===== src/pkg/dcl_defines.vh =====
// Purpose: constants for the DMA descriptor cycle logic
// Assumes: one core clock, 100 MHz
// Notes:   descriptor word layout and register offsets
// What this block does
// - Exponent b1000 re-arbitrates after 256 transfers, b1001 after 512.
// - Exponent codes above b1001 never re-arbitrate within a cycle.
// - Bits [13:4] hold transfer count minus one.
// - Count field rewritten with outstanding transfers before arbitration.
// - Peripheral scatter alternate done with bit 3 set sets burst-only.
// - Alternate cycle end clears burst-only if fewer than period remain.
// - Burst-only clear answers both request lines, set answers burst only.
// - Cycle kind in [2:0]; stop invalid; basic needs request per period.
// - Auto-request inserts its own request each arbitration.
// - Ping-pong alternates descriptors until invalid or mode changed.
// - Control word fetched per period, written back after it.
// - Destination width mismatch: use source width, overwrite at update.
// - Cycle done writes b000 into cycle kind.
// - Address is end pointer minus count shifted by step code.
// - Step code b11 uses end pointer unchanged.
// - Energy manager can wake the block for peripheral transfers.
// - Done and error flags with enables merge into one interrupt.
// - Done pulses one core clock cycle, then arbitration.
// - Bus error disables active channel and raises error.
// - Width b00 byte, b01 halfword, b10 word, b11 reserved.
`ifndef DCL_DEFINES_VH
`define DCL_DEFINES_VH
`define DCL_F_KIND_LO     0
`define DCL_F_NXTBURST    3
`define DCL_F_CNT_LO      4
`define DCL_F_CNT_HI      13
`define DCL_F_RPOW_LO     14
`define DCL_F_RPOW_HI     17
`define DCL_F_SSIZE_LO    24
`define DCL_F_SSIZE_HI    25
`define DCL_F_SINC_LO     26
`define DCL_F_SINC_HI     27
`define DCL_F_DSIZE_LO    28
`define DCL_F_DSIZE_HI    29
`define DCL_F_DINC_LO     30
`define DCL_F_DINC_HI     31
`define DCL_K_STOP        3'h0
`define DCL_K_BASIC       3'h1
`define DCL_K_AUTO        3'h2
`define DCL_K_PINGPONG    3'h3
`define DCL_K_MSG_PRI     3'h4
`define DCL_K_MSG_ALT     3'h5
`define DCL_K_PSG_PRI     3'h6
`define DCL_K_PSG_ALT     3'h7
`define DCL_RPOW_MAX      4'h9
`define DCL_INC_NONE      2'h3
`define DCL_W_RESERVED    2'h3
`define DCL_DESC_SRC      4'h0
`define DCL_DESC_DST      4'h4
`define DCL_DESC_CFG      4'h8
`define DCL_ALT_BIT       7
`define DCL_REG_CONFIG    4'h0
`define DCL_REG_BASE      4'h1
`define DCL_REG_ENABLE    4'h2
`define DCL_REG_BURST     4'h3
`define DCL_REG_UNMASK    4'h4
`define DCL_REG_ALT       4'h5
`define DCL_REG_IF        4'h6
`define DCL_REG_IFC       4'h7
`define DCL_REG_IEN       4'h8
`define DCL_REG_STATUS    4'h9
`define DCL_BASE_RST      32'h0000_0000
`endif


===== src/rtl/dcl_cycle_ctrl.v =====
// Purpose: descriptor fetch, transfer and write-back for a DMA controller
// Assumes: bus slave answers with ready and error, after any number of wait states
// Notes:   fixed-priority arbitration, lowest channel first
//
// Local design decisions: strobed register access and the placing of the registers.
`timescale 1ns/1ps
`include "dcl_defines.vh"
module dcl_cycle_ctrl
#(
   parameter NCH = 6
)
(
   input  wire            clk_i,
   input  wire            rst_n_i,
   input  wire [3:0]      reg_addr_i,
   input  wire [31:0]     reg_wdata_i,
   input  wire            reg_wr_i,
   input  wire            reg_rd_i,
   output reg  [31:0]     reg_rdata_o,
   output reg             bus_req_o,
   output reg             bus_we_o,
   output reg  [31:0]     bus_addr_o,
   output reg  [31:0]     bus_wdata_o,
   output reg  [1:0]      bus_size_o,
   input  wire [31:0]     bus_rdata_i,
   input  wire            bus_ready_i,
   input  wire            bus_err_i,
   input  wire [NCH-1:0]  req_burst_i,
   input  wire [NCH-1:0]  req_single_i,
   input  wire            energy_manager_wake_i,
   output wire            clk_req_o,
   output reg  [NCH-1:0]  done_o,
   output reg             err_o,
   output wire            irq_o
);
   localparam S_IDLE = 4'h0;
   localparam S_RCFG = 4'h1;
   localparam S_RSRC = 4'h2;
   localparam S_RDST = 4'h3;
   localparam S_RDAT = 4'h4;
   localparam S_WDAT = 4'h5;
   localparam S_WCFG = 4'h7;
   localparam S_DONE = 4'h9;

   reg [3:0]     st_r;
   reg           en_r;
   reg [31:0]    base_r;
   reg [NCH-1:0] chen_r;
   reg [NCH-1:0] burst_only_r;
   reg [NCH-1:0] unmask_r;
   reg [NCH-1:0] alt_r;
   reg [NCH:0]   if_r;
   reg [NCH:0]   ien_r;
   reg [NCH-1:0] pend_r;
   reg [2:0]     ch_r;
   reg [31:0]    cfg_r;
   reg [31:0]    sptr_r;
   reg [31:0]    dptr_r;
   reg [31:0]    data_r;
   reg [10:0]    left_r;
   reg [10:0]    per_r;
   reg [NCH-1:0] done_nxt;
   reg           err_nxt;
   reg [NCH-1:0] pick;
   reg [2:0]     pick_ch;
   integer       i;

   wire [2:0]  kind_w  = cfg_r[`DCL_F_KIND_LO+2:`DCL_F_KIND_LO];
   wire [9:0]  cnt_w   = cfg_r[`DCL_F_CNT_HI:`DCL_F_CNT_LO];
   wire [3:0]  rpow_w  = cfg_r[`DCL_F_RPOW_HI:`DCL_F_RPOW_LO];
   wire [1:0]  ssize_w = cfg_r[`DCL_F_SSIZE_HI:`DCL_F_SSIZE_LO];
   wire [1:0]  sinc_w  = cfg_r[`DCL_F_SINC_HI:`DCL_F_SINC_LO];
   wire [1:0]  dinc_w  = cfg_r[`DCL_F_DINC_HI:`DCL_F_DINC_LO];
   wire        isalt_w = alt_r[ch_r];
   wire [31:0] saddr_w;
   wire [31:0] daddr_w;
   wire [7:0]  desc_off_w = {isalt_w, ch_r, 4'h0};
   wire [31:0] desc_w = base_r | {24'h0, desc_off_w};
   // Single requests masked by burst-only flag
   wire [NCH-1:0] live_w = (req_burst_i | (req_single_i & ~burst_only_r)) & unmask_r;

   wire [10:0] period_w = (rpow_w > `DCL_RPOW_MAX) ? 11'h400 : (11'h1 << rpow_w);
   wire [10:0] total_w  = {1'b0, cnt_w} + 11'h1;

   dcl_addr_gen u_src
   (
      .end_ptr_i (sptr_r),
      .count_i   (cnt_w - left_r[9:0]),
      .inc_i     (sinc_w),
      .addr_o    (saddr_w)
   );
   dcl_addr_gen u_dst
   (
      .end_ptr_i (dptr_r),
      .count_i   (cnt_w - left_r[9:0]),
      .inc_i     (dinc_w),
      .addr_o    (daddr_w)
   );

   assign irq_o = |(if_r & ien_r);
   // Clock request while work or wake pending
   assign clk_req_o = energy_manager_wake_i | (st_r != S_IDLE) | (|(pend_r & chen_r));
   always @*
   begin
      done_nxt = {NCH{1'b0}};
      // Done pulse for basic and auto
      if (st_r == S_DONE && kind_w != `DCL_K_PINGPONG && !kind_w[2])
         done_nxt[ch_r] = 1'b1;
      err_nxt = bus_req_o & bus_err_i;
   end

   always @*
   begin
      pick = {NCH{1'b0}};
      pick_ch = 3'h0;
      for (i = NCH-1; i >= 0; i = i - 1)
      begin
         if (chen_r[i] & pend_r[i])
         begin
            pick = {NCH{1'b0}};
            pick[i] = 1'b1;
            pick_ch = i[2:0];
         end
      end
   end

   always @(posedge clk_i or negedge rst_n_i)
   begin
      if (!rst_n_i)
      begin
         st_r <= S_IDLE;
         en_r <= 1'b0;
         base_r <= `DCL_BASE_RST;
         chen_r <= {NCH{1'b0}};
         burst_only_r <= {NCH{1'b0}};
         unmask_r <= {NCH{1'b0}};
         alt_r <= {NCH{1'b0}};
         if_r <= {(NCH+1){1'b0}};
         ien_r <= {(NCH+1){1'b0}};
         pend_r <= {NCH{1'b0}};
         ch_r <= 3'h0;
         cfg_r <= 32'h0;
         sptr_r <= 32'h0;
         dptr_r <= 32'h0;
         data_r <= 32'h0;
         left_r <= 11'h0;
         per_r <= 11'h0;
         done_o <= {NCH{1'b0}};
         err_o <= 1'b0;
         bus_req_o <= 1'b0;
         bus_we_o <= 1'b0;
         bus_addr_o <= 32'h0;
         bus_wdata_o <= 32'h0;
         bus_size_o <= 2'h0;
         reg_rdata_o <= 32'h0;
      end
      else
      begin
         pend_r <= pend_r | live_w;
         bus_req_o <= 1'b0;
         bus_we_o <= 1'b0;
         if (reg_wr_i)
         begin
            case (reg_addr_i)
               `DCL_REG_CONFIG: en_r <= reg_wdata_i[0];
               `DCL_REG_BASE:   base_r <= {reg_wdata_i[31:8], 8'h00};
               `DCL_REG_ENABLE: chen_r <= reg_wdata_i[NCH-1:0];
               `DCL_REG_BURST:  burst_only_r <= reg_wdata_i[NCH-1:0];
               `DCL_REG_UNMASK: unmask_r <= reg_wdata_i[NCH-1:0];
               `DCL_REG_ALT:    alt_r <= reg_wdata_i[NCH-1:0];
               `DCL_REG_IEN:    ien_r <= reg_wdata_i[NCH:0];
               default:         ;
            endcase
         end
         case (st_r)
            S_IDLE:
            begin
               if (en_r && (|pick))
               begin
                  ch_r <= pick_ch;
                  st_r <= S_RCFG;
               end
            end
            S_RCFG:
            begin
               bus_req_o <= 1'b1;
               bus_addr_o <= desc_w | {28'h0, `DCL_DESC_CFG};
               if (bus_req_o && bus_ready_i)
               begin
                  bus_req_o <= 1'b0;
                  cfg_r <= bus_rdata_i;
                  left_r <= 11'h0;
                  // Stop code: invalid descriptor ends the channel
                  if (bus_rdata_i[2:0] == `DCL_K_STOP)
                  begin
                     chen_r[ch_r] <= 1'b0;
                     pend_r[ch_r] <= 1'b0;
                     st_r <= S_IDLE;
                  end
                  else
                     st_r <= S_RSRC;
               end
            end
            S_RSRC:
            begin
               bus_req_o <= 1'b1;
               bus_addr_o <= desc_w | {28'h0, `DCL_DESC_SRC};
               if (bus_req_o && bus_ready_i)
               begin
                  bus_req_o <= 1'b0;
                  sptr_r <= bus_rdata_i;
                  st_r <= S_RDST;
               end
            end
            S_RDST:
            begin
               bus_req_o <= 1'b1;
               bus_addr_o <= desc_w | {28'h0, `DCL_DESC_DST};
               if (bus_req_o && bus_ready_i)
               begin
                  bus_req_o <= 1'b0;
                  dptr_r <= bus_rdata_i;
                  // Count plus one, capped by period
                  per_r <= (total_w < period_w) ? total_w : period_w;
                  st_r <= S_RDAT;
               end
            end
            S_RDAT:
            begin
               bus_req_o <= 1'b1;
               bus_addr_o <= saddr_w;
               bus_size_o <= ssize_w;
               if (bus_req_o && bus_ready_i)
               begin
                  bus_req_o <= 1'b0;
                  data_r <= bus_rdata_i;
                  st_r <= S_WDAT;
               end
            end
            S_WDAT:
            begin
               bus_req_o <= 1'b1;
               bus_we_o <= 1'b1;
               bus_addr_o <= daddr_w;
               bus_wdata_o <= data_r;
               if (bus_req_o && bus_ready_i)
               begin
                  bus_req_o <= 1'b0;
                  bus_we_o <= 1'b0;
                  left_r <= left_r + 11'h1;
                  st_r <= (left_r + 11'h1 == per_r) ? S_WCFG : S_RDAT;
               end
            end
            S_WCFG:
            begin
               bus_req_o <= 1'b1;
               bus_we_o <= 1'b1;
               bus_addr_o <= desc_w | {28'h0, `DCL_DESC_CFG};
               bus_wdata_o <= {dinc_w, ssize_w, cfg_r[27:14], cnt_w - per_r[9:0],
                               cfg_r[3], kind_w};
               if (per_r == total_w)
                  bus_wdata_o[13:0] <= {10'h0, cfg_r[`DCL_F_NXTBURST], `DCL_K_STOP};
               if (bus_req_o && bus_ready_i)
               begin
                  bus_req_o <= 1'b0;
                  bus_we_o <= 1'b0;
                  if (per_r == total_w)
                     st_r <= S_DONE;
                  else
                  begin
                     pend_r[ch_r] <= (kind_w == `DCL_K_AUTO) | live_w[ch_r];
                     st_r <= S_IDLE;
                  end
               end
            end
            S_DONE:
            begin
               if (isalt_w)
               begin
                  if (total_w < period_w)
                     burst_only_r[ch_r] <= 1'b0;
                  if (kind_w == `DCL_K_PSG_ALT && cfg_r[`DCL_F_NXTBURST])
                     burst_only_r[ch_r] <= 1'b1;
               end
               if (kind_w == `DCL_K_PINGPONG || kind_w[2])
                  alt_r[ch_r] <= ~isalt_w;
               else
               begin
                  // Basic and auto end the channel
                  chen_r[ch_r] <= 1'b0;
               end
               pend_r[ch_r] <= (kind_w == `DCL_K_PINGPONG) ? live_w[ch_r] : kind_w[2];
               st_r <= S_IDLE;
            end
            default: st_r <= S_IDLE;
         endcase
         if (err_nxt)
         begin
            chen_r[ch_r] <= 1'b0;
            pend_r[ch_r] <= 1'b0;
            bus_req_o <= 1'b0;
            bus_we_o <= 1'b0;
            st_r <= S_IDLE;
         end
         done_o <= done_nxt;
         err_o <= err_nxt;
         // Set wins over clear
         if_r <= (reg_wr_i && reg_addr_i == `DCL_REG_IFC ?
                  if_r & ~reg_wdata_i[NCH:0] : if_r) | {err_nxt, done_nxt};
         reg_rdata_o <= 32'h0;
         if (reg_rd_i)
         begin
            case (reg_addr_i)
               `DCL_REG_CONFIG: reg_rdata_o <= {31'h0, en_r};
               `DCL_REG_BASE:   reg_rdata_o <= base_r;
               `DCL_REG_ENABLE: reg_rdata_o <= {{(32-NCH){1'b0}}, chen_r};
               `DCL_REG_BURST:  reg_rdata_o <= {{(32-NCH){1'b0}}, burst_only_r};
               `DCL_REG_UNMASK: reg_rdata_o <= {{(32-NCH){1'b0}}, unmask_r};
               `DCL_REG_ALT:    reg_rdata_o <= {{(32-NCH){1'b0}}, alt_r};
               `DCL_REG_IF:     reg_rdata_o <= {{(31-NCH){1'b0}}, if_r};
               `DCL_REG_IEN:    reg_rdata_o <= {{(31-NCH){1'b0}}, ien_r};
               `DCL_REG_STATUS: reg_rdata_o <= {24'h0, st_r, 3'h0, en_r};
               default:         reg_rdata_o <= 32'h0;
            endcase
         end
      end
   end
endmodule


===== src/rtl/dcl_addr_gen.v =====
// Purpose: transfer address from end pointer and remaining count
// Assumes: count is the live remaining-minus-one value
// Notes:   combinational
`timescale 1ns/1ps
`include "dcl_defines.vh"
module dcl_addr_gen
(
   input  wire [31:0] end_ptr_i,
   input  wire [9:0]  count_i,
   input  wire [1:0]  inc_i,
   output reg  [31:0] addr_o
);
   wire [31:0] cnt_w;
   assign cnt_w = {22'h0, count_i};
   always @*
   begin
      if (inc_i == `DCL_INC_NONE)
         addr_o = end_ptr_i;
      else
         addr_o = end_ptr_i - (cnt_w << inc_i);
   end
endmodule


===== config.mk =====
export PLATFORM = sky130hd
export DESIGN_NAME = dcl_cycle_ctrl
export DESIGN_NICKNAME = d
export VERILOG_FILES = /design/src/rtl/dcl_cycle_ctrl.v /design/src/rtl/dcl_addr_gen.v
export VERILOG_INCLUDE_DIRS = /design/src /design/src/pkg
export SDC_FILE = /design/constraint.sdc
export NUM_CORES = 1
export LEC_CHECK = 0
export ABC_CLOCK_PERIOD_IN_PS = 14400
export CELL_PAD_IN_SITES_DETAIL_PLACEMENT = 0
export CELL_PAD_IN_SITES_GLOBAL_PLACEMENT = 1
export CORE_MARGIN = 2
export CORE_UTILIZATION = 54
export DETAILED_ROUTE_END_ITERATION = 6
export DONT_BUFFER_PORTS = 1
export GPL_TIMING_DRIVEN = 0
export PLACE_DENSITY = 0.95
export REMOVE_ABC_BUFFERS = 1
export SETUP_SLACK_MARGIN = 0.2
export SLEW_MARGIN = 20
export SYNTH_ARGS = -nofsm -noshare
export SYNTH_HDL_FRONTEND = slang
export SYNTH_SLANG_ARGS = --single-unit

===== constraint.sdc =====
create_clock -name clk_i -period 14.4 [get_ports clk_i]
set_input_delay 2.88 -clock clk_i [delete_from_list [all_inputs] [get_ports clk_i]]
set_output_delay 2.88 -clock clk_i [all_outputs]
set_load 0.005 [all_outputs]

== Word-level counts from Yosys, hierarchy flattened ==
Index checks and enable logic that the tools add are counted.
W data, S select, Z words.
Storage, ports and cells
  word-level logic and storage cells: 211
  flip-flop bits (word level): 333
Operators by class
  multiplexer cells: 78
  add/subtract/negate cells: 6
  bitwise logic cells: 29
  $lt $le $gt $ge: 4
  shifts and indexed selects: 3
  reduce and logical (&&, ||, !) cells: 33
  equal/unequal tests: 33
Operators with widths (number)
  $pmux W32 S9: 1
  $mux W6: 30
  $pmux W32 S5: 1
  $mux W32: 3
  $pmux W32 S2: 1
  $shl A10 B2 Y32: 2
  $sub A32 B32 Y32: 2
  $and A6 B6 Y6: 8
  $mux W11: 4
  $mux W4: 9
  $or A32 B8 Y32: 1
  $eq A4 B3 Y1 const B: 7
  $pmux W4 S7: 1
  $eq A11 B11 Y1: 2
  $pmux W11 S2: 1
  $ne A3 B3 Y1 const B: 7
  $sub A10 B10 Y10: 2
  $bwmux W6: 3
  $mux W3: 6
  $or A6 B6 Y6: 3
  $pmux W6 S3: 1
  $reduce_and A2 Y1: 9
  $reduce_or A6 Y1: 3
  $eq A4 B2 Y1 const B: 4
  other kinds (40): 75

== Logic depth before layout (Yosys ltp) ==
  depth in word-level cells: 13
  gate-level depth with buffers: 23

== Hierarchy ==
A second synthesis with hierarchy kept.
Unflattened totals
  cell total of the unflattened synthesis: 2043
  area total of the unflattened synthesis: 19466.2 um2
Modules (own cells, without submodules)
  dcl_cycle_ctrl: cells an instance 1561, instances 1, area an instance 16341.9 um2, sequential area each 8282.9 um2
  dcl_addr_gen at u_dst: cells an instance 245, instances 1, area an instance 1572.8 um2, sequential area each 0.0 um2
  dcl_addr_gen at u_src: cells an instance 237, instances 1, area an instance 1551.5 um2, sequential area each 0.0 um2

== Worst setup path after synthesis ==
OpenSTA, ideal clock, no wires.
  kind: in2out
  start point: input port energy_manager_wake_i
  end point: output port clk_req_o
  data required time: 11520 ps
  path slack: 8182 ps
  cell stages on the path: 1
  arrival time: 3338 ps
  cells stage by stage: or3b_2
Between the ends
  longest elaborated chain between the ends: 2
Ends and longest elaborated chain
  start, declared: RTL line dcl_cycle_ctrl.v:30  | input wire energy_manager_wake_i,
  $or A1 B1 Y1 (2 in a row): RTL line dcl_cycle_ctrl.v:102  | assign clk_req_o = energy_manager_wake_i | (st_r != S_IDLE) | (|(pend_r & chen_r));
  end, declared: RTL line dcl_cycle_ctrl.v:31  | output wire clk_req_o,
No other way between the ends.

== Final worst setup path ==
Ends and elaborated chain as after synthesis.

==> run_results.csv <==
group,metric,value,unit
clocking,clkSinkCount,331,
place,cell_count_after_placement,2334,
critical_path,cp-end-kind,"output port",
floorplan,die_area,36080,um2
sta,fin_worst_skew,21.43,ps
sta,max_slew.worst_pin.slew,1032,ps
sta,timing.fmax,0.1608,GHz
synthesis,synthesis.area,18670,um2
synthesis,synthDistinctLibCells,81,
grt,grt_start_max_net_pins,332,
critical_path,r2r_start,"cfg_r[4]$_DFFE_PN0P_",
grt,number_of_antenna_violations_at_the_first_check_in_global_routing,0,
layout,filler_cell_count,2819,
synthesis,number_of_flops_mapped_to_enable_cells_by_yosys,0,
floorplan,floorplan.initialDensity,0.5446,
layout,drive_gt1_frac,0.1251,
clocking,clock-root-buffer,"sky130_fd_sc_hd__clkbuf_16",
synthesis,postSynthRegisterBits,331,
critical_path,critical_path_peak_fanout,1,
floorplan,fp-row-count,68,
route,initialDrtViolationCount,1558,
critical_path,r2r_slack,8890,ps
layout,layoutNonFillerInstCount,2397,
pwr,cellLeakagePower,9.234,nW
clocking,worst_skew_pair_latency,530,ps
outcome,outcome,"finished clean",
critical_path,timing.critical_path.max_delay_family,"simple AND/OR/NAND/NOR gates",
layout,flow.area_growth_from_synthesis,8.637,%
sta,timing.final.setup_violations,0,
clocking,cts.clk_slew.worst_paths,60,ps
grt,grt_util_met2,0.4788,
clocking,cts-buffers-inserted,36,
min_path,worstHoldPathCells,1,
grt,grt_use_met1,0.3890,
route,route.detailed.wl_per_inst,22.22,um
critical_path,regToRegEndpoint,"bus_addr_o[18]$_DFFE_PN0P_",
critical_path,cp.arrival,3340,ps
clocking,postCtsSetupBuffers,0,
route,tritonroute_pass_1_iters,5,
synthesis,yosys_warnings,0,
floorplan,die-height,190.0,um
synthesis,async_sr_flop_fraction,1.000,
layout,multiInputGateArea,9891,um2
clocking,htree_num_levels,2,
place,routabilityCongestion,0.9532,
layout,finish.net_count,2066,
synthesis,synth_cells,1960,
min_path,hold_path_class,"reg2reg",
sta,totalNegativeSetupSlack,0,ps
route,drtAntennaViolNets,0,
grt,met3_usage,0.06198,
layout,most-common-layout-cells,"329 x sky130_fd_sc_hd__dfrtp_1, 271 x sky130_fd_sc_hd__nand2_1, 146 x sky130_fd_sc_hd__o21ai_0",
route,routed-via-count,15130,
sta,finalCriticalPeriod,6220,ps
grt,grt_use_total,0.2948,
clocking,cts_buffer_depth,3,
clocking,tritoncts_clock_tree,"built",
layout,sequential_cell_area,8285,um2
critical_path,worstPathCellList,"or3b_2",
route,remaining_drc_errors,0,
floorplan,floorplan.io_pins,196,
clocking,post_cts.resized_instances,0,
route,wirelength,53270,um
clocking,hold_buffers,0,
critical_path,crit_buf_inv,0,
synthesis,syn_avg_cell_area,9.527,um2
pwr,max-vdd-ir-drop,0.1187,mV
sta,max_slew_margin,0.3104,
route,via_per_inst,6.313,
critical_path,critical_path.slowest_cell,"sky130_fd_sc_hd__or3b_2",
sta,final_period_util,0.4319,
grt,top_usage_layer,"met2",
place,numPortBuffers,0,
critical_path,setup.worst_path.start_class,"input pin",
layout,antenna_cells_inserted,0,
critical_path,timing_worst_setup_path_type,"in2out",
flow_run,max_cap_viol_count,0,
synthesis,synth_flop_cell,"sky130_fd_sc_hd__dfrtp_1",
place,preCtsSetupSlack,8179,ps
grt,grt_pass1_vias,14740,
pwr,report.power.total,5.058,mW
sta,drv_slew,0,
min_path,hold_path_end,"reg_rdata_o[12]$_DFF_PN0_",
synthesis,synth_sequential_area_ratio,0.4436,
place,dp_hpwl,38160,um
grt,gr-total-overflow,0,
grt,grt_pass1_wl,83330,um
floorplan,die-width,190.0,um
pwr,powerDensity,249.4,nW/um2
layout,leading_cell_type_in_the_layout_fill_and_taps_excluded,"sky130_fd_sc_hd__dfrtp_1",
critical_path,max_stage_delay,460,ps
sta,rsz_0062_raised_after_global_routing,"false",
floorplan,core_area,34290,um2
sta,number_of_hold_slack_violations_in_the_final_timing_report,0,
critical_path,reg2reg_depth,18,
sta,postLayoutSetupSlackWorst,8180,ps
min_path,startpoint_of_the_tightest_hold_check_path,"base_r[12]$_DFFE_PN0P_",
layout,share_of_the_core_filled_with_cells,0.5916,
critical_path,worstPathRequired,11520,ps
-- cell type report --
class / instances / share of cell area
Sequential cell: 331 / 0.4084
Clock buffer: 50 / 0.05051
Clock inverter: 13 / 0.004873
Multi-Input combinational cell: 1487 / 0.4876
Inverter: 48 / 0.008882
Tap cell: 455 / 0.02806
Timing Repair Buffer: 13 / 0.01166
-- power by group --
part / leakage (nW) / internal (mW) / switching, mW
sequential: 4.25 / 1.20 / 0.323
clock: 0.556 / 0.516 / 0.379
combinational: 4.43 / 1.12 / 1.52
-- how the worst max path moves through the flow --
| stage | end | slack (ps) | from | depth (start not counted) |
|---|---|---|---|---|
| 6_report | clk_req_o | 8180 | energy_manager_wake_i | 1 |
| 3_5_place_dp | clk_req_o | 8180 | energy_manager_wake_i | 1 |
| 4_1_cts | clk_req_o | 8180 | energy_manager_wake_i | 1 |
| 3_3_place_gp | bus_addr_o[7]$_DFFE_PN0P_ | 8100 | st_r[1]$_DFFE_PN0P_ | 7 |
| 5_1_grt | clk_req_o | 8160 | energy_manager_wake_i | 1 |
| 2_1_floorplan | clk_req_o | 8180 | energy_manager_wake_i | 1 |
-- layer usage --
metal / wire [um] / part of all wire
met2: 25240 / 0.47
met4: 1875 / 0.035
met3: 4459 / 0.084
met5: 0 / 0
met1: 21690 / 0.41
-- synth_stat cells, types with 4 or more instances --
library cell,instances,share of area
sky130_fd_sc_hd__a2111oi_0,4,0.0019
sky130_fd_sc_hd__a211o_1,11,0.0052
sky130_fd_sc_hd__a211oi_1,10,0.0040
sky130_fd_sc_hd__a21boi_0,10,0.0040
sky130_fd_sc_hd__a21o_1,30,0.012
sky130_fd_sc_hd__a21oi_1,118,0.032
sky130_fd_sc_hd__a221oi_1,10,0.0047
sky130_fd_sc_hd__a222oi_1,6,0.0032
sky130_fd_sc_hd__a22oi_1,19,0.0076
sky130_fd_sc_hd__a311oi_1,5,0.0023
sky130_fd_sc_hd__a31oi_1,18,0.0060
sky130_fd_sc_hd__a32oi_1,4,0.0019
sky130_fd_sc_hd__and2_1,27,0.0090
sky130_fd_sc_hd__and3_1,26,0.0087
sky130_fd_sc_hd__and4_1,4,0.0019
sky130_fd_sc_hd__buf_1,11,0.0022
sky130_fd_sc_hd__clkbuf_1,77,0.015
sky130_fd_sc_hd__dfrtp_1,331,0.44
sky130_fd_sc_hd__fa_1,4,0.0043
sky130_fd_sc_hd__ha_1,58,0.039
sky130_fd_sc_hd__inv_1,47,0.0094
sky130_fd_sc_hd__mux2_2,136,0.082
sky130_fd_sc_hd__mux2i_1,57,0.031
sky130_fd_sc_hd__nand2_1,273,0.055
sky130_fd_sc_hd__nand2b_1,13,0.0044
sky130_fd_sc_hd__nand3_1,44,0.012
sky130_fd_sc_hd__nand4_1,9,0.0030
sky130_fd_sc_hd__nor2_1,131,0.026
sky130_fd_sc_hd__nor2b_1,31,0.010
sky130_fd_sc_hd__nor3_1,48,0.013
sky130_fd_sc_hd__nor3b_1,9,0.0036
sky130_fd_sc_hd__nor4_1,9,0.0030
sky130_fd_sc_hd__o211ai_1,7,0.0028
sky130_fd_sc_hd__o21a_1,7,0.0028
sky130_fd_sc_hd__o21ai_0,146,0.039
sky130_fd_sc_hd__o221ai_1,6,0.0028
sky130_fd_sc_hd__o22ai_1,4,0.0013
sky130_fd_sc_hd__o31ai_1,9,0.0036
sky130_fd_sc_hd__o32ai_1,6,0.0028
sky130_fd_sc_hd__or2_2,10,0.0034
sky130_fd_sc_hd__or3_1,15,0.0050
sky130_fd_sc_hd__xnor2_1,56,0.026
sky130_fd_sc_hd__xor2_1,43,0.020
-- kinds of logic (layout without fill, tap and decap cells) --
family | after synthesis | in the layout | synth area share
AO/OA/AOI/OAI | 459 | 459 | 0.1542
XOR/XNOR | 100 | 100 | 0.04764
adder cells (fa/ha/maj) | 62 | 62 | 0.04315
buffers and inverters | 142 | 124 | 0.02955
flip-flops | 331 | 331 | 0.4436
multiplexers | 193 | 193 | 0.1126
AND/OR/NAND/NOR | 673 | 673 | 0.1693
-- metrics by stage --
step	hold slack (ps)	area, um2
after floorplan	461.3	18300
after global placement	477.7	18870
after detailed placement	487.8	19160
after CTS	499.5	20290
after global routing	512.0	20290
final	501.3	20290
-- flip-flops by register name, indices dropped and copies added, names as in the netlist, 7 cells and up --
register,flops
dptr_r,32
reg_rdata_o,32
cfg_r,30
bus_wdata_o,32
sptr_r,32
ien_r,7
data_r,32
bus_addr_o,32
base_r,24
if_r,7
per_r,11
left_r,11
No activity file was read; power rests on OpenSTA's default activity.
